## src/hwmon_defs.vh

```
// Register offsets, field positions, reset values and timing counts of the monitor block
`ifndef HWMON_DEFS_VH
`define HWMON_DEFS_VH
`define ADDR_TEST        8'h10
`define ADDR_OFS_AMB     8'h1D
`define ADDR_OFS_RMT2    8'h1E
`define ADDR_OFS_RMT1    8'h1F
`define ADDR_V2V5        8'h20
`define ADDR_VCORE       8'h21
`define ADDR_V3V3        8'h22
`define ADDR_V5V         8'h23
`define ADDR_V12V        8'h24
`define ADDR_T_RMT1      8'h25
`define ADDR_T_AMB       8'h26
`define ADDR_T_RMT2      8'h27
`define ADDR_DUTY1       8'h30
`define ADDR_DUTY2       8'h31
`define ADDR_DUTY3       8'h32
`define ADDR_ISTAT1      8'h41
`define ADDR_ISTAT2      8'h42
`define ADDR_CTRL        8'h40
`define ADDR_PWMOPT1     8'h94
`define ADDR_PWMOPT3     8'h96
`define ADDR_SFR         8'h7C
`define ADDR_CONFIG      8'h7F
`define CTRL_START       0
`define CTRL_LOCK        1
`define CTRL_OVERRIDE    3
`define SFR_IRQ_EN       2
`define CFG_LOW_POWER    0
`define RST_ZERO         8'h00
`define RST_DUTY         8'hFF
`define RST_PWMOPT       8'h0C
`define TEMP_ERR         8'h80
`define TEMP_MAX         8'h7F
`define TEMP_MIN         8'h81
`define VOLT_NOMINAL     8'hC0
`define REFRESH_HZ       4
`define CLK_HZ           40000000
`define REFRESH_CYC      (`CLK_HZ / `REFRESH_HZ)
`endif

```

## src/hwmon_regs.v

```verilog
// Monitoring result, offset and control registers behind the management bus port
//
// What this block does
// [RL1] Duty register writable only in manual mode, start set, lock clear.
// [RL2] Lock freezes lock and start bits; override bit stays writable.
// [RL3] Reading interrupt status clears it only when no event is still active.
// [RL4] Interrupt output enable bit is always writable.
// [RL5] Shutdown blocks all registers except low three function bits and config.
// [RL6] Reserved PWM option bits are plain storage with no effect.
// [RL7] Undefined addresses read zero; writes there are dropped silently.
// [RL8] Test register resets to zero, writable even when locked; host must not write.
// [RL9] Three temperature offset registers become read-only under lock.
// [RL10] Ambient offset, signed, reset zero, added to internal sensor result.
// [RL11] Remote offsets, signed, reset zero, added to remote results 2 and 1.
// [RL12] Voltage nominal reads C0h, maximum FFh, zero volts 00h.
// [RL13] Voltage results at 20h-24h: 2.5V, core, 3.3V, 5V, 12V.
// [RL14] Results refresh at least four times a second; writes ignored.
// [RL15] Temperatures are signed whole degrees from -127 to +127.
// [RL16] Faulty or absent remote diode reports 80h.
// [RL17] Temperature results: remote 1, ambient, remote 2 in address order.
// [RL18] Zone 1 remote 1, zone 2 ambient, zone 3 remote 2.
// [RL19] Lock stays set until reset once written.
`include "hwmon_defs.vh"
`timescale 1ns/100ps
`default_nettype none

module hwmon_regs #(
  parameter REFRESH_CYCLES = `REFRESH_CYC,  // Result refresh period in cycles
  parameter NUM_EVT        = 8              // Event inputs per status register
) (
  input  wire                 sys_clk,        // 40 MHz clock

  input  wire                 rst,            // Synchronous reset, high

  input  wire                 reg_wr,         // Register write strobe

  input  wire                 reg_rd,         // Register read strobe

  input  wire [7:0]           reg_addr,       // Register address

  input  wire [7:0]           reg_wdata,      // Write data

  output reg  [7:0]           reg_rdata,      // Read data, valid cycle after reg_rd

  input  wire [39:0]          volt_raw,       // Five scaled voltage codes, 2.5V in low byte

  input  wire [23:0]          temp_raw,       // Remote1, ambient, remote2 raw temps

  input  wire [1:0]           diode_fault,    // Remote1, remote2 diode fault

  input  wire [2:0]           manual_mode,    // Per fan manual mode

  input  wire [NUM_EVT-1:0]   evt1_in,        // Active events for status 1

  input  wire [NUM_EVT-1:0]   evt2_in,        // Active events for status 2

  output reg  [23:0]          zone_temp,      // Zone 1..3 temps for fan control

  output reg  [23:0]          manual_duty,    // Host duty per fan

  output reg                  start_q,        // Monitoring started

  output reg                  lock_q,         // Configuration locked

  output reg                  override_q,     // Fan override

  output reg                  irq_output_enable, // Interrupt pin enable

  output reg                  low_power_select,  // Low power mode select

  output reg  [7:0]           factory_test_q  // Test register contents
);

////////////////////////////////////////////////////////////////////////////////
// Helpers

  // Saturating signed add, clamps into -127..+127 so 80h stays the error code
  function [7:0] sat_add;
    input [7:0] a;
    input [7:0] b;
    reg   [8:0] s;
    begin
      s = {a[7], a} + {b[7], b};
      if (!s[8] && s[7])
        sat_add = `TEMP_MAX;
      else if (s[8] && (!s[7] || s[7:0] == `TEMP_ERR))
        sat_add = `TEMP_MIN;
      else
        sat_add = s[7:0];
    end
  endfunction

////////////////////////////////////////////////////////////////////////////////
// State

  reg  [7:0]          ofs_amb_q;

  reg  [7:0]          ofs_rmt2_q;

  reg  [7:0]          ofs_rmt1_q;

  reg  [39:0]         volt_q;

  reg  [23:0]         temp_q;

  reg  [7:0]          pwmopt_q [0:2];

  reg  [2:0]          sfr_low_q;

  reg  [7:0]          sfr_high_q;

  reg  [7:0]          config_q;

  reg  [NUM_EVT-1:0]  istat1_q;

  reg  [NUM_EVT-1:0]  istat2_q;

  reg  [31:0]         refresh_cnt_q;

  reg  [7:0]          rdata_d;

  reg                 hit_d;

  integer             i;

  // Shutdown gates every access except the function low bits and config
  wire shutdown   = low_power_select & ~start_q;

  wire wr_ok      = reg_wr & ~shutdown;

  wire rd_ok      = reg_rd & ~shutdown;

  wire refresh    = (refresh_cnt_q == 32'd0);

////////////////////////////////////////////////////////////////////////////////
// Result refresh

  always @(posedge sys_clk) begin
    if (rst) begin
      refresh_cnt_q <= 32'd0;
      volt_q        <= 40'h00_0000_0000;
      temp_q        <= 24'h00_0000;
      zone_temp     <= 24'h00_0000;
    end else begin
      if (refresh_cnt_q >= REFRESH_CYCLES - 1)
        refresh_cnt_q <= 32'd0;

      else
        refresh_cnt_q <= refresh_cnt_q + 32'd1;

      if (refresh) begin                                    // RL14

        volt_q <= volt_raw;                                 // RL12 RL13

        temp_q[7:0]   <= diode_fault[0] ? `TEMP_ERR :
                         sat_add(temp_raw[7:0], ofs_rmt1_q);    // RL11 RL16

        temp_q[15:8]  <= sat_add(temp_raw[15:8], ofs_amb_q);    // RL10 RL15

        temp_q[23:16] <= diode_fault[1] ? `TEMP_ERR :
                         sat_add(temp_raw[23:16], ofs_rmt2_q);  // RL11 RL16

      end

      // Zones trail the result registers by one cycle
      zone_temp <= temp_q;                                  // RL18

    end
  end

////////////////////////////////////////////////////////////////////////////////
// Writes

  always @(posedge sys_clk) begin
    if (rst) begin
      factory_test_q    <= `RST_ZERO;

      ofs_amb_q         <= `RST_ZERO;

      ofs_rmt2_q        <= `RST_ZERO;

      ofs_rmt1_q        <= `RST_ZERO;

      manual_duty       <= {3{`RST_DUTY}};

      start_q           <= 1'b0;

      lock_q            <= 1'b0;

      override_q        <= 1'b0;

      irq_output_enable <= 1'b0;

      low_power_select  <= 1'b0;

      sfr_low_q         <= 3'b000;

      sfr_high_q        <= `RST_ZERO;

      config_q          <= `RST_ZERO;

      for (i = 0; i < 3; i = i + 1)
        pwmopt_q[i] <= `RST_PWMOPT;

    end else begin
      // Function register low bits and config survive shutdown
      if (reg_wr && reg_addr == `ADDR_SFR) begin

        irq_output_enable <= reg_wdata[`SFR_IRQ_EN];        // RL4 RL5

        sfr_low_q         <= reg_wdata[2:0];

      end

      if (wr_ok && reg_addr == `ADDR_SFR && !lock_q)
        sfr_high_q <= reg_wdata;

      // Config is never locked, otherwise shutdown could not be left
      if (reg_wr && reg_addr == `ADDR_CONFIG) begin         // RL5

        config_q         <= reg_wdata;

        low_power_select <= reg_wdata[`CFG_LOW_POWER];

      end

      if (wr_ok) begin

        case (reg_addr)

          `ADDR_TEST: factory_test_q <= reg_wdata;          // RL8

          `ADDR_OFS_AMB: if (!lock_q) ofs_amb_q <= reg_wdata;   // RL9 RL10

          `ADDR_OFS_RMT2: if (!lock_q) ofs_rmt2_q <= reg_wdata; // RL9 RL11

          `ADDR_OFS_RMT1: if (!lock_q) ofs_rmt1_q <= reg_wdata; // RL9 RL11

          `ADDR_CTRL: begin
            override_q <= reg_wdata[`CTRL_OVERRIDE];        // RL2
            if (!lock_q) begin                              // RL2 RL19
              start_q <= reg_wdata[`CTRL_START];
              lock_q  <= reg_wdata[`CTRL_LOCK];
            end
          end
          default: begin
            if (reg_addr >= `ADDR_DUTY1 && reg_addr <= `ADDR_DUTY3 &&
                manual_mode[reg_addr[1:0]] && start_q && !lock_q)  // RL1
              manual_duty[reg_addr[1:0]*8 +: 8] <= reg_wdata;
            if (reg_addr >= `ADDR_PWMOPT1 && reg_addr <= `ADDR_PWMOPT3 && !lock_q)
              pwmopt_q[reg_addr[1:0] - 2'd0] <= reg_wdata;  // RL6
            // Other addresses dropped without error            RL7
          end
        endcase
      end
    end
  end

////////////////////////////////////////////////////////////////////////////////
// Reads and clear-on-read status

  always @* begin
    rdata_d = `RST_ZERO;
    hit_d   = 1'b1;
    case (reg_addr)
      `ADDR_TEST:     rdata_d = factory_test_q;

      `ADDR_OFS_AMB:  rdata_d = ofs_amb_q;

      `ADDR_OFS_RMT2: rdata_d = ofs_rmt2_q;

      `ADDR_OFS_RMT1: rdata_d = ofs_rmt1_q;

      `ADDR_V2V5:     rdata_d = volt_q[7:0];                // RL13

      `ADDR_VCORE:    rdata_d = volt_q[15:8];

      `ADDR_V3V3:     rdata_d = volt_q[23:16];

      `ADDR_V5V:      rdata_d = volt_q[31:24];

      `ADDR_V12V:     rdata_d = volt_q[39:32];

      `ADDR_T_RMT1:   rdata_d = temp_q[7:0];                // RL17

      `ADDR_T_AMB:    rdata_d = temp_q[15:8];

      `ADDR_T_RMT2:   rdata_d = temp_q[23:16];

      `ADDR_DUTY1:    rdata_d = manual_duty[7:0];

      `ADDR_DUTY2:    rdata_d = manual_duty[15:8];

      `ADDR_DUTY3:    rdata_d = manual_duty[23:16];

      `ADDR_CTRL:     rdata_d = {4'h0, override_q, 1'b0, lock_q, start_q};

      `ADDR_ISTAT1:   rdata_d = istat1_q;

      `ADDR_ISTAT2:   rdata_d = istat2_q;

      `ADDR_SFR:      rdata_d = {sfr_high_q[7:3], sfr_low_q};

      `ADDR_CONFIG:   rdata_d = config_q;

      8'h94:          rdata_d = pwmopt_q[0];                // RL6

      8'h95:          rdata_d = pwmopt_q[1];

      8'h96:          rdata_d = pwmopt_q[2];

      default: begin
        rdata_d = `RST_ZERO;                                // RL7
        hit_d   = 1'b0;
      end
    endcase
    // Shutdown hides everything but the function register low bits and config
    if (shutdown) begin                                     // RL5
      if (reg_addr == `ADDR_SFR)
        rdata_d = {5'b00000, sfr_low_q};
      else if (reg_addr != `ADDR_CONFIG)
        rdata_d = `RST_ZERO;
    end
  end

  always @(posedge sys_clk) begin
    if (rst) begin
      reg_rdata <= `RST_ZERO;
      istat1_q  <= {NUM_EVT{1'b0}};
      istat2_q  <= {NUM_EVT{1'b0}};
    end else begin
      if (reg_rd)
        reg_rdata <= hit_d ? rdata_d : `RST_ZERO;

      // New events win over a clear in the same cycle
      if (rd_ok && reg_addr == `ADDR_ISTAT1 && evt1_in == {NUM_EVT{1'b0}})
        istat1_q <= evt1_in;                                // RL3

      else
        istat1_q <= istat1_q | evt1_in;

      if (rd_ok && reg_addr == `ADDR_ISTAT2 && evt2_in == {NUM_EVT{1'b0}})
        istat2_q <= evt2_in;                                // RL3

      else
        istat2_q <= istat2_q | evt2_in;

    end
  end

endmodule
`default_nettype wire

```

## config.mk

```make
export PLATFORM = sky130hd
export DESIGN_NAME = hwmon_regs
export DESIGN_NICKNAME = d
export VERILOG_FILES = /design/src/hwmon_regs.v
export VERILOG_INCLUDE_DIRS = /design/src /design/src/src
export SDC_FILE = /design/constraint.sdc
export NUM_CORES = 1
export LEC_CHECK = 0
export BUFFER_PORTS_ARGS = -buffer_cell sky130_fd_sc_hd__buf_2
export CAP_MARGIN = 0
export CORE_ASPECT_RATIO = 1.1
export CORE_MARGIN = 1
export CORE_UTILIZATION = 39
export DETAILED_ROUTE_END_ITERATION = 6
export GPL_TIMING_DRIVEN = 0
export SLEW_MARGIN = 10
export SYNTH_ARGS = -nofsm -noshare
export SYNTH_HDL_FRONTEND = slang
export SYNTH_SLANG_ARGS = --single-unit
```

## constraint.sdc

```tcl
create_clock -name sys_clk -period 2.9 [get_ports sys_clk]
set_input_delay 0.29 -clock sys_clk [delete_from_list [all_inputs] [get_ports sys_clk]]
set_output_delay 0.29 -clock sys_clk [all_outputs]
set_load 0.005 [all_outputs]
```

# Word level (Yosys, flattened, before mapping)
# Memory sizes are Yosys's and may differ from the RTL's.
# Cells that the tools add are included.
# totals
reg_bits	224
mem_bits_rw	24
output_inout_bits	69
word_cells	144
memories	1
# classes
addsub	5
order_cmp	6
n_eq_ne	27
n_shift	2
mux	30
bitwise	9
reduce_logical	44
# memory_table
memory	words	width	read_ports	rd_ports_with_merged_regs	write_ports	line	source
pwmopt_q	3	8	3	0	3	hwmon_regs.v:106	reg [7:0] pwmopt_q [0:2];
# ops
op	n
case mux 8 bit (23 select lines)	1
two-way mux 8 bit	15
== test 8 x 6 -> 1 bit, second input constant	11
== test 8 bit, second input constant	6
== test 8 x 7 -> 1 bit, second input constant	5
negator 5 -> 34 bit	1
variable shift 8 x 34 -> 24 bit, first input constant	1
indexed part select 8 x 34 -> 24 bit	1
adder 32 x 1 -> 32 bit, second input constant	1
== test 8 x 5 -> 1 bit, second input constant	4
greater-or-equal comparator 32 x 24 -> 1 bit, second input constant	1
logical NOT 32 bit	1
adder 8 x 8 -> 9 bit	3
bitwise mux 24 bit	1
OR reduction 23 bit	1
logical AND 1 bit	20
logical NOT 8 bit	2
OR 8 bit	2
AND reduction 3 bit	5
two-way mux 1 bit	11
greater-or-equal comparator 8 x 6 -> 1 bit, second input constant	1
greater-or-equal comparator 8 bit, second input constant	1
less-or-equal comparator 8 x 6 -> 1 bit, second input constant	1
less-or-equal comparator 8 bit, second input constant	1
12 further kinds	26

# Depth between registers and ports, before layout
# logic_depth
word_depth	10
depth_mapped	11
depth_no_buf	9

# Worst setup path before layout
# OpenSTA, ideal clock, no wires.
# synth_timing
kind	reg-to-reg
start	register ofs_rmt1_q[0]
end	register temp_q[2]
t_arrival_ns	2.554
slack_ns	0.224
stages_incl_launch_ff	10
n_path_buf	0
cell_sequence	dfxtp_1 -> ha_1 -> fa_1 -> a211oi_2 -> nor2_1 -> xor2_1 -> or4_1 -> o41ai_4 -> a2111oi_4 -> a221o_1
# synth_between
elab_chain_cells	7
word_cells_on_any_way	10
# synth_rtl
element	line	source
start, declared	hwmon_regs.v:100	reg [7:0] ofs_rmt1_q;
start signal, assigned	hwmon_regs.v:182	ofs_rmt1_q <= `RST_ZERO;
start signal, assigned	hwmon_regs.v:237	`ADDR_OFS_RMT1: if (!lock_q) ofs_rmt1_q <= reg_wdata;
adder 8 x 8 -> 9 bit (*)	hwmon_regs.v:83	s = {a[7], a} + {b[7], b};
== test 8 bit (no source line) or logical NOT 1 bit (tied branches)	n/a	
logical OR 1 bit (no source line)	n/a	
logical AND 1 bit	hwmon_regs.v:86	else if (s[8] && (!s[7] || s[7:0] == `TEMP_ERR))
two-way mux 8 bit	hwmon_regs.v:86	
two-way mux 8 bit (*)	hwmon_regs.v:84	if (!s[8] && s[7])
two-way mux 8 bit (*)	hwmon_regs.v:155	temp_q[7:0] <= diode_fault[0] ? `TEMP_ERR :
end signal, assigned	hwmon_regs.v:155	
end, declared	hwmon_regs.v:104	reg [23:0] temp_q;
# Every way passes the cells marked *; elsewhere a longest branch is shown, timed or not.
# A chain may end at the register's enable or synchronous reset.

==> impl_metrics.env <==
export IMPL_cap_viol_max_count=0
export IMPL_worstPathArrival_ps=3060
export IMPL_critical_path_required_ps=3110
export IMPL_critPathTopFamily="simple AND/OR/NAND/NOR gates"
export IMPL_leakage_nw=5.47
export IMPL_postRouteWirelength_mm=42.4
export IMPL_rows=65
export IMPL_status="finished with violations"
export IMPL_critPathKind="reg -> reg"
export IMPL_initialDrtViolationCount=1157
export IMPL_r2r_end="pwmopt_q[0][1]$_SDFFCE_PN0P_"
export IMPL_htree_levels=1
export IMPL_wl_per_cell_microns=21.9
export IMPL_ir_drop_v=0.000467
export IMPL_min_path_type="in -> reg"
export IMPL_ios=174
export IMPL_fin_crit_sh_pct=98.0
export IMPL_cp_end_kind="flip-flop"
export IMPL_p_per_area_mw_per_mm2=532
export IMPL_grt_pass1_vias=10400
export IMPL_rrSetupSlack_ps=60
export IMPL_syn_inst=1303
export IMPL_nNetsFinal=1693
export IMPL_syn_cell_area_sq_mm=0.0114
export IMPL_ys_seq_area_share_pct=44.7
export IMPL_antenna_found_initial=1
export IMPL_dieArea_sq_mm=0.0300
export IMPL_setup_tns_ps=0
export IMPL_drive_gt1_share_pct=17.2
export IMPL_place_gp_congestion=1.00
export IMPL_fin_skew_ps=13.0
export IMPL_rr_worst_depth=6
export IMPL_power_mw=7.56
export IMPL_initial_utilization_pct=39.7
export IMPL_setup_viol=0
export IMPL_die_h_microns=182
export IMPL_synthDominantAreaCellType="dfxtp_1"
export IMPL_track_usage_pct=28.0
export IMPL_hold_path_startpoint="volt_raw[0]"
export IMPL_cp_max_fo=10
export IMPL_gr_total_overflow=0
export IMPL_dieWidth_microns=165
export IMPL_grt_pass1_wl_mm=62.7
export IMPL_slew_headroom_pct=31.9
export IMPL_ys_ff_latch=243
export IMPL_core_area_sq_mm=0.0288
export IMPL_clkSinkCount=243
export IMPL_clkLatencyLatePin_ps=550
export IMPL_drc=21
export IMPL_tritoncts="built"
export IMPL_ys_types=83
export IMPL_timing_fmax_mhz=352
export IMPL_holdPathStages=3
export IMPL_avgSynthCellArea_sq_um=8.77
export IMPL_viasPerCell=5.67
export IMPL_violations="DRC"
export IMPL_async_flop_share_pct=0
export IMPL_synth_area_top_cells="dfxtp_1 38%, edfxtp_1 6.3%, nand2_1 6.0%"
export IMPL_cts_buffer_depth=3
export IMPL_first_pass_iters=7
export IMPL_timing_rr_start="start_q$_SDFFE_PP0P_"
export IMPL_yosysTopAreaCellShare_pct=38.4
export IMPL_ys_warn_count=0
export IMPL_cp_buffers_inverters=1
export IMPL_worst_pin_slew_ps=1020
export IMPL_root_buffer="clkbuf_16"
export IMPL_slowest_stage="dfxtp_1"
export IMPL_hpwl_mm=32.0
export IMPL_grt_max_degree=14
export IMPL_ys_flop_type="dfxtp_1"
export IMPL_port_buffers=172
export IMPL_slew_viol_final=0
export IMPL_min_to="volt_q[0]$_SDFFE_PP0N_"
export IMPL_cts_made_buffers=27
export IMPL_slowest_delay_ps=520
export IMPL_fin_crit_ps=2840
export IMPL_nFillCells=2811
export IMPL_synth_edf_count=24
export IMPL_ant_nets=0
export IMPL_clk_pin_slew_ps=60
export IMPL_hold_viol=0
export IMPL_vias=11000
export IMPL_area_growth_pct=24.2
export IMPL_path_cells="nand2b_1 -> buf_4 -> nand3b_2 -> a211o_2 -> nor3_4 -> or2_2"
export IMPL_start_kind="flip-flop"
-- timing repair --
| item | CTS | global route |
|---|---|---|
| setup buffers | 3 | 3 |
| resized for setup | 2 | 13 |
| pin swaps | 3 | 5 |
| endpoints found under the setup margin | 13 | 69 |
| endpoints found under the hold margin | 37 | 0 |
| hold buffers | 37 | 0 |
-- sequential cells by signal (all words and copies together) (netlist names), 2 cells and up --
signal          count
refresh_cnt_q      32
volt_q             40
pwmopt_q           24
sfr_high_q          5
reg_rdata           8
manual_duty        24
temp_q             24
ofs_rmt2_q          8
ofs_amb_q           8
istat1_q            8
config_q            8
istat2_q            8
ofs_rmt1_q          8
factory_test_q      8
sfr_low_q           2
zone_temp          24
-- logic make-up after synthesis --
kind of cell             Yosys count  share of synthesized area [%]
multiplexers                      35                           3.07
AO/OA/AOI/OAI                    324                           20.2
adder cells (fa/ha/maj)           33                           3.81
AND/OR/NAND/NOR                  545                           22.5
other                              1                         0.0328
XOR/XNOR                          31                           2.38
flip-flops                       243                           44.7
buffers and inverters             91                           3.33
-- placed cells by master (no fill, tap or decap), types with 13 or more instances in the layout --
master         netlist  final
and2_1              15     15
ha_1                30     29
clkbuf_1            53     60
xnor2_1             17     15
buf_2               10    182
nor2_1             162    162
a22oi_1             34     34
dfxtp_1            219    219
edfxtp_1            24     24
xor2_1              14     14
mux2i_1             35     35
dlygate4sd3_1        0     37
a211o_1             28     28
clkbuf_16            0     29
a22o_1              15     15
nor3_1              18     16
inv_1               18     18
o21ai_0             16     16
a222oi_1            14     14
and3_1              17     17
nand3_1             32     32
nand2_1            184    184
nor2b_1             28     28
o21ai_1             20     20
nor4_1              14     13
a21oi_1             96     96
nand4_1             14     14
-- how the worst max path moves through the flow --
stage / startpoint / depth (start not counted) / slack (ps) / end
floorplan: ofs_rmt1_q[0]$_SDFFE_PP0P_ / 9 / 220 / temp_q[2]$_SDFFE_PP0N_
global placement: reg_addr[0] / 8 / -400 / pwmopt_q[0][1]$_SDFFCE_PN0P_
detailed placement: reg_addr[0] / 8 / -420 / pwmopt_q[0][5]$_SDFFCE_PN0P_
CTS: ofs_rmt1_q[0]$_SDFFE_PP0P_ / 9 / 4 / temp_q[6]$_SDFFE_PP0N_
global route: ofs_rmt1_q[0]$_SDFFE_PP0P_ / 9 / -10 / temp_q[6]$_SDFFE_PP0N_
finish: start_q$_SDFFE_PP0P_ / 6 / 60 / pwmopt_q[0][1]$_SDFFCE_PN0P_
-- power breakdown --
| part | switching [mW] | total, mW | internal, mW | leakage, nW |
|---|---|---|---|---|
| Sequential | 0.0243 | 3.45 | 3.42 | 2.02 |
| Combinational | 0.320 | 0.501 | 0.182 | 3.01 |
| Clock | 1.40 | 3.61 | 2.21 | 0.449 |
| Total | 1.75 | 7.56 | 5.81 | 5.47 |
-- area by class of cell --
type / instances / area, sq um / share of cell area (%)
Antenna cell: 1 / 2.50 / 0.0176
Tap cell: 368 / 460 / 3.24
Clock inverter: 5 / 103 / 0.723
Multi-Input combinational cell: 976 / 6040 / 42.5
Sequential cell: 243 / 5100 / 36.0
Buffer: 72 / 310 / 2.19
Inverter: 19 / 71.3 / 0.502
Clock buffer: 42 / 825 / 5.81
Timing Repair Buffer: 216 / 1280 / 9.04
-- tightest hold or removal path, cell delays in order --
cell and delay [ps]:
buf_2 110, nand2_1 50, a21oi_1 50
-- metal layers --
| layer | routed length, microns | global-route usage [%] | up-vias |
|---|---|---|---|
| li1 | - | - | 5209 |
| met1 | 18600 | 38.7 | 5183 |
| met2 | 18300 | 42.4 | 516 |
| met3 | 3920 | 5.78 | 99 |
| met4 | 1630 | 10.8 | 0 |
| met5 | 0 | 0 | - |
-- per-stage QoR --
stage / hold WS (ps) / cells / cell area [sq um] / worst slack, ps / util [%]
floorplan: 407 / 1310 / 11500 / 224 / -
global placement: 432 / 1850 / 12800 / -401 / 44.4
detailed placement: 435 / 1851 / 12800 / -424 / 44.4
CTS: 0.499 / 1938 / 14100 / 4.23 / 49.1
global route: 12.1 / 1942 / 14200 / -14.7 / 49.3
finish: 1.24 / 1942 / 14200 / 58.0 / 49.3
-- synthesized netlist by cell type (all sizes together), types with 4 or more instances --
master	count
mux2i	35
xnor2	17
o31a	4
nor3	21
o21a	6
nand2b	12
edfxtp	24
a221oi	7
or2	7
nor2b	28
o2111ai	4
a211oi	13
a31oi	7
nand2	187
a21o	7
xor2	14
dfxtp	219
a221o	5
a211o	29
a311oi	4
inv	18
and2	15
nand4	14
o31ai	5
o211ai	4
nand3	33
a22oi	34
a32oi	11
nand3b	5
a222oi	14
and3	17
a21oi	97
or3	5
o21ai	36
nor4	16
buf	19
a22o	15
clkbuf	53
ha	30
nor2	166
No activity file was read; power rests on OpenSTA's default activity.
